File: config.mk
export PLATFORM = sky130hd
export DESIGN_NAME = soc_system_option
export DESIGN_NICKNAME = d
export VERILOG_FILES = /design/src/verilog/soc_system_option.v
export VERILOG_INCLUDE_DIRS = /design/src /design/src/include
export SDC_FILE = /design/constraint.sdc
export NUM_CORES = 1
export LEC_CHECK = 0
export BUFFER_PORTS_ARGS = -buffer_cell sky130_fd_sc_hd__buf_2
export CAP_MARGIN = 5
export CORE_ASPECT_RATIO = 1.25
export CORE_MARGIN = 1
export CORE_UTILIZATION = 47
export CTS_BUF_LIST = sky130_fd_sc_hd__clkbuf_8
export DETAILED_ROUTE_END_ITERATION = 10
export HOLD_SLACK_MARGIN = 0.05
export PLACE_DENSITY = 0.79
export SLEW_MARGIN = 20
export SYNTH_ARGS = -nofsm -noshare
export SYNTH_HDL_FRONTEND = slang
export SYNTH_SLANG_ARGS = --single-unit
File: constraint.sdc
create_clock -name clk_in -period 1.9 [get_ports clk_in]
set_input_delay 0 -clock clk_in [delete_from_list [all_inputs] [get_ports clk_in]]
set_output_delay 0 -clock clk_in [all_outputs]
set_load 0.01 [all_outputs]
File: src/include/soc_defs.vh
`ifndef SOC_DEFS_VH
`define SOC_DEFS_VH

// Register byte addresses
`define SOC_REG_ONE_ADDR 4'h0
`define SOC_REG_TWO_ADDR 4'h4
`define SOC_REG_STAT_ADDR 4'h8
`define SOC_REG_EVT_ADDR 4'hC

// Register one fields
`define SOC_R1_BAUD_SEL 0
`define SOC_R1_XTAL_EN 1
`define SOC_R1_EXTCLK_EN 2
`define SOC_R1_KEEP_OSC 3

// Register two fields
`define SOC_R2_LVM_RST_DIS 0
`define SOC_R2_LVM_PWR_DIS 1
`define SOC_R2_LVM_TRIP 2
`define SOC_R2_SHORT_REC 3
`define SOC_R2_STOP_EN 4
`define SOC_R2_WDOG_DIS 5

// Event register fields (write one to request)
`define SOC_EV_STOP 0
`define SOC_EV_WAKE 1
`define SOC_EV_LVM_WAKE 2

// Reset values
`define SOC_R1_RESET 8'h00
`define SOC_R2_RESET 8'h00

// Timing counts in oscillator output clock cycles
`define SOC_LONG_REC 4096
`define SOC_SHORT_REC 32
`define SOC_XTAL_STAB 4096
`define SOC_EXT_STAB 16

// AXI responses
`define SOC_RESP_OKAY 2'b00
`define SOC_RESP_SLVERR 2'b10

`endif

File: src/verilog/soc_system_option.v
`timescale 1ns/1ps
`include "soc_defs.vh"

// Behaviour
// - Serial port clock from bus clock when select bit is 1, else oscillator clock.
// - Crystal enable affects pin two only when external clock enable is set; monitor range and divider follow it regardless.
// - External clock enable 0: oscillator off, both pins stay port pins.
// - External clock only: pin one takes square wave, pin two stays port pin.
// - Both enables: both pins form crystal; square wave on pin one still works.
// - Crystal enable selects crystal monitor range, else wide external range.
// - Stabilization divider 4096 cycles with crystal, 16 cycles without.
// - Crystal enable resets clear, leaving pin two a port pin.
// - Reset disable bit 1 blocks low-voltage monitor resets.
// - Power disable bit 1 removes low-voltage monitor power.
// - Trip mode 1 selects 5 V trip points, 0 selects 3 V.
// - Trip mode bit cleared only by power-on reset.
// - Stop exit after 32 cycles with short recovery, else 4096.
// - Stop exit by low-voltage monitor reset always uses long recovery.
// - Oscillator off in stop for internal or crystal source unless kept.
// - After power-on reset and long recovery, wait 4096 cycles before running.
// - Stop instruction executes when enabled, else illegal opcode.
// - Watchdog disable bit 1 disables the watchdog.
module soc_system_option (
   input wire clk_in,
   input wire rst_in,
   input wire por_in,
   input wire osc_tick_in,
   input wire stop_exec_in,
   input wire lvm_reset_req_in,
   input wire [3:0] s_axi_awaddr_in,
   input wire s_axi_awvalid_in,
   output reg s_axi_awready_out,
   input wire [31:0] s_axi_wdata_in,
   input wire [3:0] s_axi_wstrb_in,
   input wire s_axi_wvalid_in,
   output reg s_axi_wready_out,
   output reg [1:0] s_axi_bresp_out,
   output reg s_axi_bvalid_out,
   input wire s_axi_bready_in,
   input wire [3:0] s_axi_araddr_in,
   input wire s_axi_arvalid_in,
   output reg s_axi_arready_out,
   output reg [31:0] s_axi_rdata_out,
   output reg [1:0] s_axi_rresp_out,
   output reg s_axi_rvalid_out,
   input wire s_axi_rready_in,
   output reg serial_baud_clock_select_out,
   output reg ext_osc_enable_out,
   output reg oscillator_pin_one_clock_out,
   output reg oscillator_pin_two_crystal_out,
   output reg monitor_crystal_range_out,
   output reg stab_long_out,
   output reg lvm_reset_enable_out,
   output reg low_voltage_monitor_power_out,
   output reg voltage_monitor_trip_mode_out,
   output reg stop_enable_out,
   output reg stop_illegal_out,
   output reg watchdog_enable_out,
   output reg osc_off_in_stop_out,
   output reg in_stop_out,
   output reg cpu_run_out,
   output reg lvm_reset_out
);

   // ----------------------------------------
   // Input synchronisers
   // ----------------------------------------
   reg [2:0] sync_a;
   reg [2:0] sync_b;
   wire [2:0] sync_src;
   wire osc_tick;
   reg osc_tick_prev;
   wire osc_edge;
   genvar gi;

   // No reset here: power-on must get through while rst_in is held,
   // and a cleared edge history would fake an oscillator edge at release
   assign sync_src = {lvm_reset_req_in, por_in, osc_tick_in};

   generate
      for (gi = 0; gi < 3; gi = gi + 1) begin : g_sync
         always @(posedge clk_in) begin
            sync_a[gi] <= sync_src[gi];
            sync_b[gi] <= sync_a[gi];
         end
      end
   endgenerate

   always @(posedge clk_in) begin
      osc_tick_prev <= sync_b[0];
   end

   // Oscillator output clock is counted as rising edges of its sampled level
   assign osc_tick = sync_b[0];
   assign osc_edge = osc_tick & ~osc_tick_prev;

   // ----------------------------------------
   // Configuration registers
   // ----------------------------------------
   reg [7:0] reg_one;
   reg [7:0] reg_two;
   reg trip_mode;

   wire wr_fire;
   wire rd_fire;
   reg aw_held;
   reg w_held;
   reg [3:0] aw_addr;
   reg [31:0] w_data;
   reg [3:0] w_strb;
   wire [3:0] wr_addr;
   wire [31:0] wr_data;
   wire [3:0] wr_strb;
   wire wr_lane0;

   assign wr_addr = aw_held ? aw_addr : s_axi_awaddr_in;
   assign wr_data = w_held ? w_data : s_axi_wdata_in;
   assign wr_strb = w_held ? w_strb : s_axi_wstrb_in;
   // Commit once, when both channels are held, so an event write pulses only once
   assign wr_fire = aw_held & w_held & ~s_axi_bvalid_out;
   assign wr_lane0 = wr_fire & wr_strb[0];

   // General resets leave everything but the trip mode to reset values
   always @(posedge clk_in) begin
      if (rst_in) begin
         reg_one <= `SOC_R1_RESET;
         reg_two <= `SOC_R2_RESET;
      end else if (wr_lane0 && wr_addr == `SOC_REG_ONE_ADDR) begin
         reg_one <= {4'h0, wr_data[3:0]};
      end else if (wr_lane0 && wr_addr == `SOC_REG_TWO_ADDR) begin
         reg_two <= {2'h0, wr_data[5:3], 1'b0, wr_data[1:0]};
      end
   end

   // Trip mode: power-on reset only, other resets leave it
   always @(posedge clk_in) begin
      if (sync_b[1]) begin
         trip_mode <= 1'b0;
      end else if (!rst_in && wr_lane0 && wr_addr == `SOC_REG_TWO_ADDR) begin
         trip_mode <= wr_data[`SOC_R2_LVM_TRIP];
      end
   end

   // ----------------------------------------
   // Stop and recovery sequencer
   // ----------------------------------------
   localparam ST_RUN = 4'b0001;
   localparam ST_STOP = 4'b0010;
   localparam ST_RECOVER = 4'b0100;
   localparam ST_PORWAIT = 4'b1000;

   reg [3:0] state;
   reg [3:0] next_state;
   reg [12:0] rec_count;
   reg [12:0] rec_target;
   reg [12:0] next_target;
   reg lvm_wake;
   reg wake_req;

   wire ext_en;
   wire xtal_active;
   wire lvm_reset_fire;

   assign ext_en = reg_one[`SOC_R1_EXTCLK_EN];
   assign xtal_active = ext_en & reg_one[`SOC_R1_XTAL_EN];
   assign lvm_reset_fire = sync_b[2] & ~reg_two[`SOC_R2_LVM_RST_DIS];

   always @* begin
      next_state = state;
      next_target = rec_target;
      case (state)
         ST_RUN: begin
            if (stop_exec_in && reg_two[`SOC_R2_STOP_EN]) begin
               next_state = ST_STOP;
            end
         end
         ST_STOP: begin
            if (lvm_reset_fire) begin
               next_state = ST_RECOVER;
               next_target = 13'd`SOC_LONG_REC;
            end else if (wake_req) begin
               next_state = ST_RECOVER;
               next_target = reg_two[`SOC_R2_SHORT_REC] ? 13'd`SOC_SHORT_REC : 13'd`SOC_LONG_REC;
            end
         end
         ST_RECOVER: begin
            if (osc_edge && rec_count == rec_target - 13'd1) begin
               next_state = ST_RUN;
            end
         end
         ST_PORWAIT: begin
            if (osc_edge && rec_count == 13'd`SOC_LONG_REC - 13'd1) begin
               next_state = ST_RUN;
            end
         end
         default: begin
            next_state = ST_PORWAIT;
         end
      endcase
   end

   always @(posedge clk_in) begin
      if (rst_in) begin
         state <= ST_PORWAIT;
         rec_count <= 13'h0;
         rec_target <= 13'd`SOC_LONG_REC;
         lvm_wake <= 1'b0;
      end else begin
         state <= next_state;
         rec_target <= next_target;
         if (next_state != state) begin
            rec_count <= 13'h0;
         end else if (osc_edge) begin
            rec_count <= rec_count + 13'd1;
         end
         if (state == ST_STOP && next_state == ST_RECOVER) begin
            lvm_wake <= lvm_reset_fire;
         end
      end
   end

   // Wake requests arrive as writes to the event register
   always @(posedge clk_in) begin
      if (rst_in) begin
         wake_req <= 1'b0;
      end else begin
         wake_req <= wr_lane0 && wr_addr == `SOC_REG_EVT_ADDR && wr_data[`SOC_EV_WAKE];
      end
   end

   // ----------------------------------------
   // Control outputs, all registered
   // ----------------------------------------
   always @(posedge clk_in) begin
      if (rst_in) begin
         serial_baud_clock_select_out <= 1'b0;
         ext_osc_enable_out <= 1'b0;
         oscillator_pin_one_clock_out <= 1'b0;
         oscillator_pin_two_crystal_out <= 1'b0;
         monitor_crystal_range_out <= 1'b0;
         stab_long_out <= 1'b0;
         lvm_reset_enable_out <= 1'b1;
         low_voltage_monitor_power_out <= 1'b1;
         voltage_monitor_trip_mode_out <= 1'b0;
         stop_enable_out <= 1'b0;
         stop_illegal_out <= 1'b0;
         watchdog_enable_out <= 1'b1;
         osc_off_in_stop_out <= 1'b0;
         in_stop_out <= 1'b0;
         cpu_run_out <= 1'b0;
         lvm_reset_out <= 1'b0;
      end else begin
         serial_baud_clock_select_out <= reg_one[`SOC_R1_BAUD_SEL];
         ext_osc_enable_out <= ext_en;
         oscillator_pin_one_clock_out <= ext_en;
         oscillator_pin_two_crystal_out <= xtal_active;
         monitor_crystal_range_out <= reg_one[`SOC_R1_XTAL_EN];
         stab_long_out <= reg_one[`SOC_R1_XTAL_EN];
         lvm_reset_enable_out <= ~reg_two[`SOC_R2_LVM_RST_DIS];
         low_voltage_monitor_power_out <= ~reg_two[`SOC_R2_LVM_PWR_DIS];
         voltage_monitor_trip_mode_out <= trip_mode;
         stop_enable_out <= reg_two[`SOC_R2_STOP_EN];
         stop_illegal_out <= stop_exec_in & ~reg_two[`SOC_R2_STOP_EN];
         watchdog_enable_out <= ~reg_two[`SOC_R2_WDOG_DIS];
         // Internal oscillator or crystal source, not kept alive
         osc_off_in_stop_out <= (state == ST_STOP) & (~ext_en | xtal_active)
            & ~reg_one[`SOC_R1_KEEP_OSC];
         in_stop_out <= (state == ST_STOP);
         cpu_run_out <= (state == ST_RUN);
         lvm_reset_out <= lvm_reset_fire;
      end
   end

   // ----------------------------------------
   // AXI4-Lite slave
   // ----------------------------------------
   wire addr_ok_w;
   wire addr_ok_r;
   reg [31:0] rd_word;

   assign addr_ok_w = (wr_addr == `SOC_REG_ONE_ADDR) | (wr_addr == `SOC_REG_TWO_ADDR)
      | (wr_addr == `SOC_REG_EVT_ADDR);
   assign addr_ok_r = (s_axi_araddr_in == `SOC_REG_ONE_ADDR) | (s_axi_araddr_in == `SOC_REG_TWO_ADDR)
      | (s_axi_araddr_in == `SOC_REG_STAT_ADDR) | (s_axi_araddr_in == `SOC_REG_EVT_ADDR);
   assign rd_fire = s_axi_arvalid_in & s_axi_arready_out;

   always @* begin
      case (s_axi_araddr_in)
         `SOC_REG_ONE_ADDR: rd_word = {24'h00_0000, reg_one};
         `SOC_REG_TWO_ADDR: rd_word = {24'h00_0000, reg_two[7:3], trip_mode, reg_two[1:0]};
         `SOC_REG_STAT_ADDR: rd_word = {27'h000_0000, lvm_wake, state};
         default: rd_word = 32'h0000_0000;
      endcase
   end

   always @(posedge clk_in) begin
      if (rst_in) begin
         aw_held <= 1'b0;
         w_held <= 1'b0;
         aw_addr <= 4'h0;
         w_data <= 32'h0000_0000;
         w_strb <= 4'h0;
         s_axi_awready_out <= 1'b0;
         s_axi_wready_out <= 1'b0;
         s_axi_bvalid_out <= 1'b0;
         s_axi_bresp_out <= `SOC_RESP_OKAY;
         s_axi_arready_out <= 1'b0;
         s_axi_rvalid_out <= 1'b0;
         s_axi_rdata_out <= 32'h0000_0000;
         s_axi_rresp_out <= `SOC_RESP_OKAY;
      end else begin
         s_axi_awready_out <= ~aw_held & ~s_axi_awready_out & s_axi_awvalid_in & ~s_axi_bvalid_out;
         s_axi_wready_out <= ~w_held & ~s_axi_wready_out & s_axi_wvalid_in & ~s_axi_bvalid_out;
         if (s_axi_awvalid_in && s_axi_awready_out) begin
            aw_held <= 1'b1;
            aw_addr <= s_axi_awaddr_in;
         end
         if (s_axi_wvalid_in && s_axi_wready_out) begin
            w_held <= 1'b1;
            w_data <= s_axi_wdata_in;
            w_strb <= s_axi_wstrb_in;
         end
         if (aw_held && w_held && !s_axi_bvalid_out) begin
            aw_held <= 1'b0;
            w_held <= 1'b0;
            s_axi_bvalid_out <= 1'b1;
            s_axi_bresp_out <= addr_ok_w ? `SOC_RESP_OKAY : `SOC_RESP_SLVERR;
         end else if (s_axi_bvalid_out && s_axi_bready_in) begin
            s_axi_bvalid_out <= 1'b0;
         end
         s_axi_arready_out <= ~s_axi_arready_out & ~s_axi_rvalid_out & s_axi_arvalid_in;
         if (rd_fire) begin
            s_axi_rvalid_out <= 1'b1;
            s_axi_rdata_out <= rd_word;
            s_axi_rresp_out <= addr_ok_r ? `SOC_RESP_OKAY : `SOC_RESP_SLVERR;
         end else if (s_axi_rvalid_out && s_axi_rready_in) begin
            s_axi_rvalid_out <= 1'b0;
         end
      end
   end

endmodule // soc_system_option

# After elaboration in Yosys (flattened, before gate mapping)
# Index checks and enable logic that the tools add are counted.
# totals
register_bits	117
inputBits	55
out_inout_bits	57
word_cells	142
# classes
add_sub_neg	2
eq_ne	13
n_mux	19
bitwise	39
n_reduce_logical	27
# ops
cell	count
two-way mux 13 bit	3
two-way mux 4 bit	6
bitwise AND 1 bit	18
case mux 6 bit (3 select lines)	1
== test 4 x 3 -> 1 bit, second input constant	4
== test 4 bit, second input constant	4
logical AND 1 bit	16
case mux 4 bit (4 select lines)	1
NOT 1 bit	15
adder 13 x 1 -> 13 bit, second input constant	1
== test 13 x 12 -> 1 bit, second input constant	1
== test 13 bit	1
subtractor 13 x 1 -> 13 bit, second input constant	1
logical NOT 4 bit	2
two-way mux 6 bit	1
OR 1 bit	6
nonzero test 2 bit	3
two-way mux 1 bit	5
== test 4 x 1 -> 1 bit, second input constant	1
== test 4 x 2 -> 1 bit, second input constant	1
two-way mux 2 bit	2
!= test 4 bit	1
AND reduction 2 bit	2
OR reduction 2 bit	2
logical NOT 1 bit	2

# Longest topological paths before layout
# depth
ltp_word	7
ltp_mapped	8
ltp_nobuf	6

# Least setup slack after synthesis
# No wires, ideal clock.
# synth_timing
path_type	register to register
from	register state[2]
to	register rec_count[11]
setup_ps	73
arrival_ps	1932
required_time_ps	1827
path_slack_ps	-105
stages_incl_launch_ff	8
path_buffers	2
synth_period_minus_slack_ps	2005
cell_sequence	dfxtp_1 -> buf_6 -> or4b_4 -> o31a_1 -> a311oi_2 -> o221ai_2 -> buf_6 -> nor3_4
# synth_via
elab_chain_cells	5
elab_cells_between_ends	12
classes_between	eq/ne (5); mux (6); reduce/logical (1)
# synth_rtl
item	line	rtl
start: declaration	soc_system_option.v:152	reg [3:0] state;
start signal: assignment	soc_system_option.v:209	state <= next_state;
two-way mux 4 bit	soc_system_option.v:181	end else if (wake_req) begin
two-way mux 4 bit	soc_system_option.v:178	if (lvm_reset_fire) begin
case mux 4 bit (4 select lines)	soc_system_option.v:171	case (state)
!= test 4 bit *	soc_system_option.v:211	if (next_state != state) begin
OR reduction 2 bit (no line) *	--	
end signal: assignment	soc_system_option.v:214	rec_count <= rec_count + 13'd1;
end: declaration	soc_system_option.v:154	reg [12:0] rec_count;
# Mark *: on every way between the ends. The rest lies on a longest branch, timed or not.
# A chain may end at the register's enable or synchronous reset.

# Worst setup path after layout
# layout_timing
from	register state[3]
to	register rec_count[7]
# Same word-level chain as after synthesis.

==> results.txt <==
Fmax = 515 MHz
Failing checks = setup timing
Post-synthesis cell area = 3340 sq um
Final setup vio count = 13
VDD IR-drop max = 467 uV
First-pass GRT wire length = 12,600 microns
HPWL Detailed = 4960 microns
Longest Clk Path Bufs = 2
CP Class = reg -> reg
Port bufs = 54
Routed Antenna Nets = 0
Post-synth cell types = 48
CP max FO = 8
Starting Density = 0.499
RSZ-0062 raised after global routing = true
Fin util = 0.640
Setup ws final = -0.0431 ns
RePlAce Congestion = 0.797
Overall routing resource usage = 0.221
H-tree Lvls = 3
Fill count = 543
Synth area leader = dfxtp_1
Tcrit/Tclk final = 1.02
Residual DRC = 0
Critical R2R Launch = state[3]$_SDFF_PP1_
Crit start category = register
Sequential cell area = 1570 sq um
GR Overflow Total = 0
Total CTS buffers = 9
Num ports = 112
Core ar. = 6690 sq um
CTS Sinks = 78
Hold Path Class = in -> reg
Synth Register Bits = 78
Die height = 96.2 microns
Nets = 519
Initial antenna violation count = 0
Crit end category = register
Number of synthesized flops with an enable pin = 0
Largest net degree at the start of global routing = 30
Min Tclk post-route = 1.94 ns
Critical Path AT = 2.21 ns
Syn avg cell area = 9.27 sq um
Ranking of synthesized cells by area = dfxtp_1, buf_4, mux2i_1
Hold Vio Cnt, Final = 0
Share of cells above drive strength 1 = 0.248
Die area = 7440 sq um
Leak = 1.71 nW
Max Cap Viol = 0
Most common flop cell mapped by yosys = dfxtp_1
Asr flop ratio synth = 0
Clk root buf = clkbuf_8
Crit path launch = state[3]$_SDFF_PP1_
CTS tree = done
Vias = 2,908
Rel. slew slack = 0.608
Ys Warns = 0
P per Cell Area = 729 nW/um^2
Count of standard-cell rows = 33
Number of global-route vias before repair = 2,842
Slew Viols, Final = 0
Via/cell ratio = 5.24
WL per Instance = 14.4 microns
Worst Tran Pin Value = 0.582 ns
Die Wd = 77.4 microns
Final Skew = 0.0117 ns
Final WL = 8010 microns
Share of the synthesized area in the top cell type = 0.468
Count leader, synth = dfxtp_1
Footprint of the multi-input gates = 1580 sq um
Area delta synth->final = 28.2%
Critical path data required time = 2.17 ns
Post-synthesis cell count = 360
Post-synth top cells = dfxtp_1, nand2_1, buf_4, nor2_1, a21oi_1
Clock Latency Late Sink = 0.35 ns
Worst hold-check slack = 0.151 ns
TritonRoute pass-1 iters = 5
Initial DRC Count = 121
Status = complete, but fails checks
# diodes = 0
Register area share after synthesis = 0.468
Start point of the worst min-delay path = s_axi_araddr_in[2]
Clk slew on worst S/H paths = 0.08 ns
-- metrics by stage --
stage	power [mW]	instance area [sq um]	TNS, ns	cells	setup slack, ns
4_1_cts	3.13	4270	-0.474	555	-0.0579
6_report	3.12	4280	-0.282	555	-0.0431
2_1_floorplan	1.88	3440	-0.487	387	-0.0531
3_3_place_gp	1.90	3670	0	501	0.00309
3_5_place_dp	1.91	3670	-0.870	501	-0.113
5_1_grt	3.23	4280	-0.898	555	-0.0809
-- power by group --
group,internal [mW],switching [mW]
Combinational,0.114,0.133
Clock,0.596,0.591
Sequential,1.66,0.0220
-- cell families after synthesis --
family                   count (synthesis)  share of synthesized area
XOR/XNOR                                12                     0.0315
flip-flops                              78                      0.468
adder cells (fa/ha/maj)                  1                    0.00375
AND/OR/NAND/NOR                        146                      0.240
multiplexers                            18                     0.0555
other                                    1                    0.00112
buffers and inverters                   53                      0.100
AO/OA/AOI/OAI                           51                     0.0998
-- cell usage in the layout, fill, tap and decap left out, types with 14 or more instances in the layout --
master and n:
buf_2 54, conb_1 28, nand2_1 36, nand3_1 15, nor2_1 28, buf_4 18, dfxtp_1 75, a21oi_1 22
dlygate4sd3_1 37, mux2i_1 14
-- final cells by class --
cell class	count	area share
flip-flops and latches	78	0.366
multi-input cells	256	0.369
well taps	87	0.0254
clock buffers	9	0.0290
inverters	7	0.00614
repair buffers	111	0.189
clock inverters	7	0.0158
-- worst max-delay path, stage by stage, from the launching register on --
cell	delay (ns)
dfxtp_2	0.32
or4b_4	0.53
o31a_1	0.28
a311oi_2	0.25
o221ai_2	0.20
buf_12	0.19
nor3_4	0.11
-- flip-flops by register name, indices dropped and copies added, names as in the netlist, 2 cells and up --
| signal | cells |
|---|---|
| w_data | 6 |
| state | 4 |
| sync_a | 3 |
| rec_count | 13 |
| s_axi_rdata_out | 6 |
| reg_one | 4 |
| reg_two | 5 |
| rec_target | 2 |
| aw_addr | 4 |
| sync_b | 2 |
-- timing repair --
| item | in CTS | in global routing |
|---|---|---|
| hold buffers | 37 | 0 |
| hold endpoints to repair | 29 | 0 |
| resized for setup | 7 | 3 |
| endpoints found under the setup margin | 12 | 14 |
| buffers inserted | 1 | 0 |
| cloned | 0 | 0 |
| pin swaps | 16 | 1 |
-- layer usage --
metal | vias up | global-route usage | share of wire
li1 | 1391 | - | -
met1 | 1387 | 0.207 | 0.37
met2 | 101 | 0.422 | 0.55
met3 | 29 | 0.0464 | 0.042
met4 | 0 | 0.165 | 0.037
met5 | - | 0 | 0
-- final timing paths --
kind,slack (ns),end,cells after the start
min reg2reg,0.33,osc_tick$_DFF_P_,0
min,0.15,s_axi_rdata_out[0]$_SDFFE_PP0P_,4
max,-0.04,rec_count[7]$_SDFFE_PP0P_,6
max reg2reg,-0.04,rec_count[7]$_SDFFE_PP0P_,6
(Power assumes the default switching activity.)
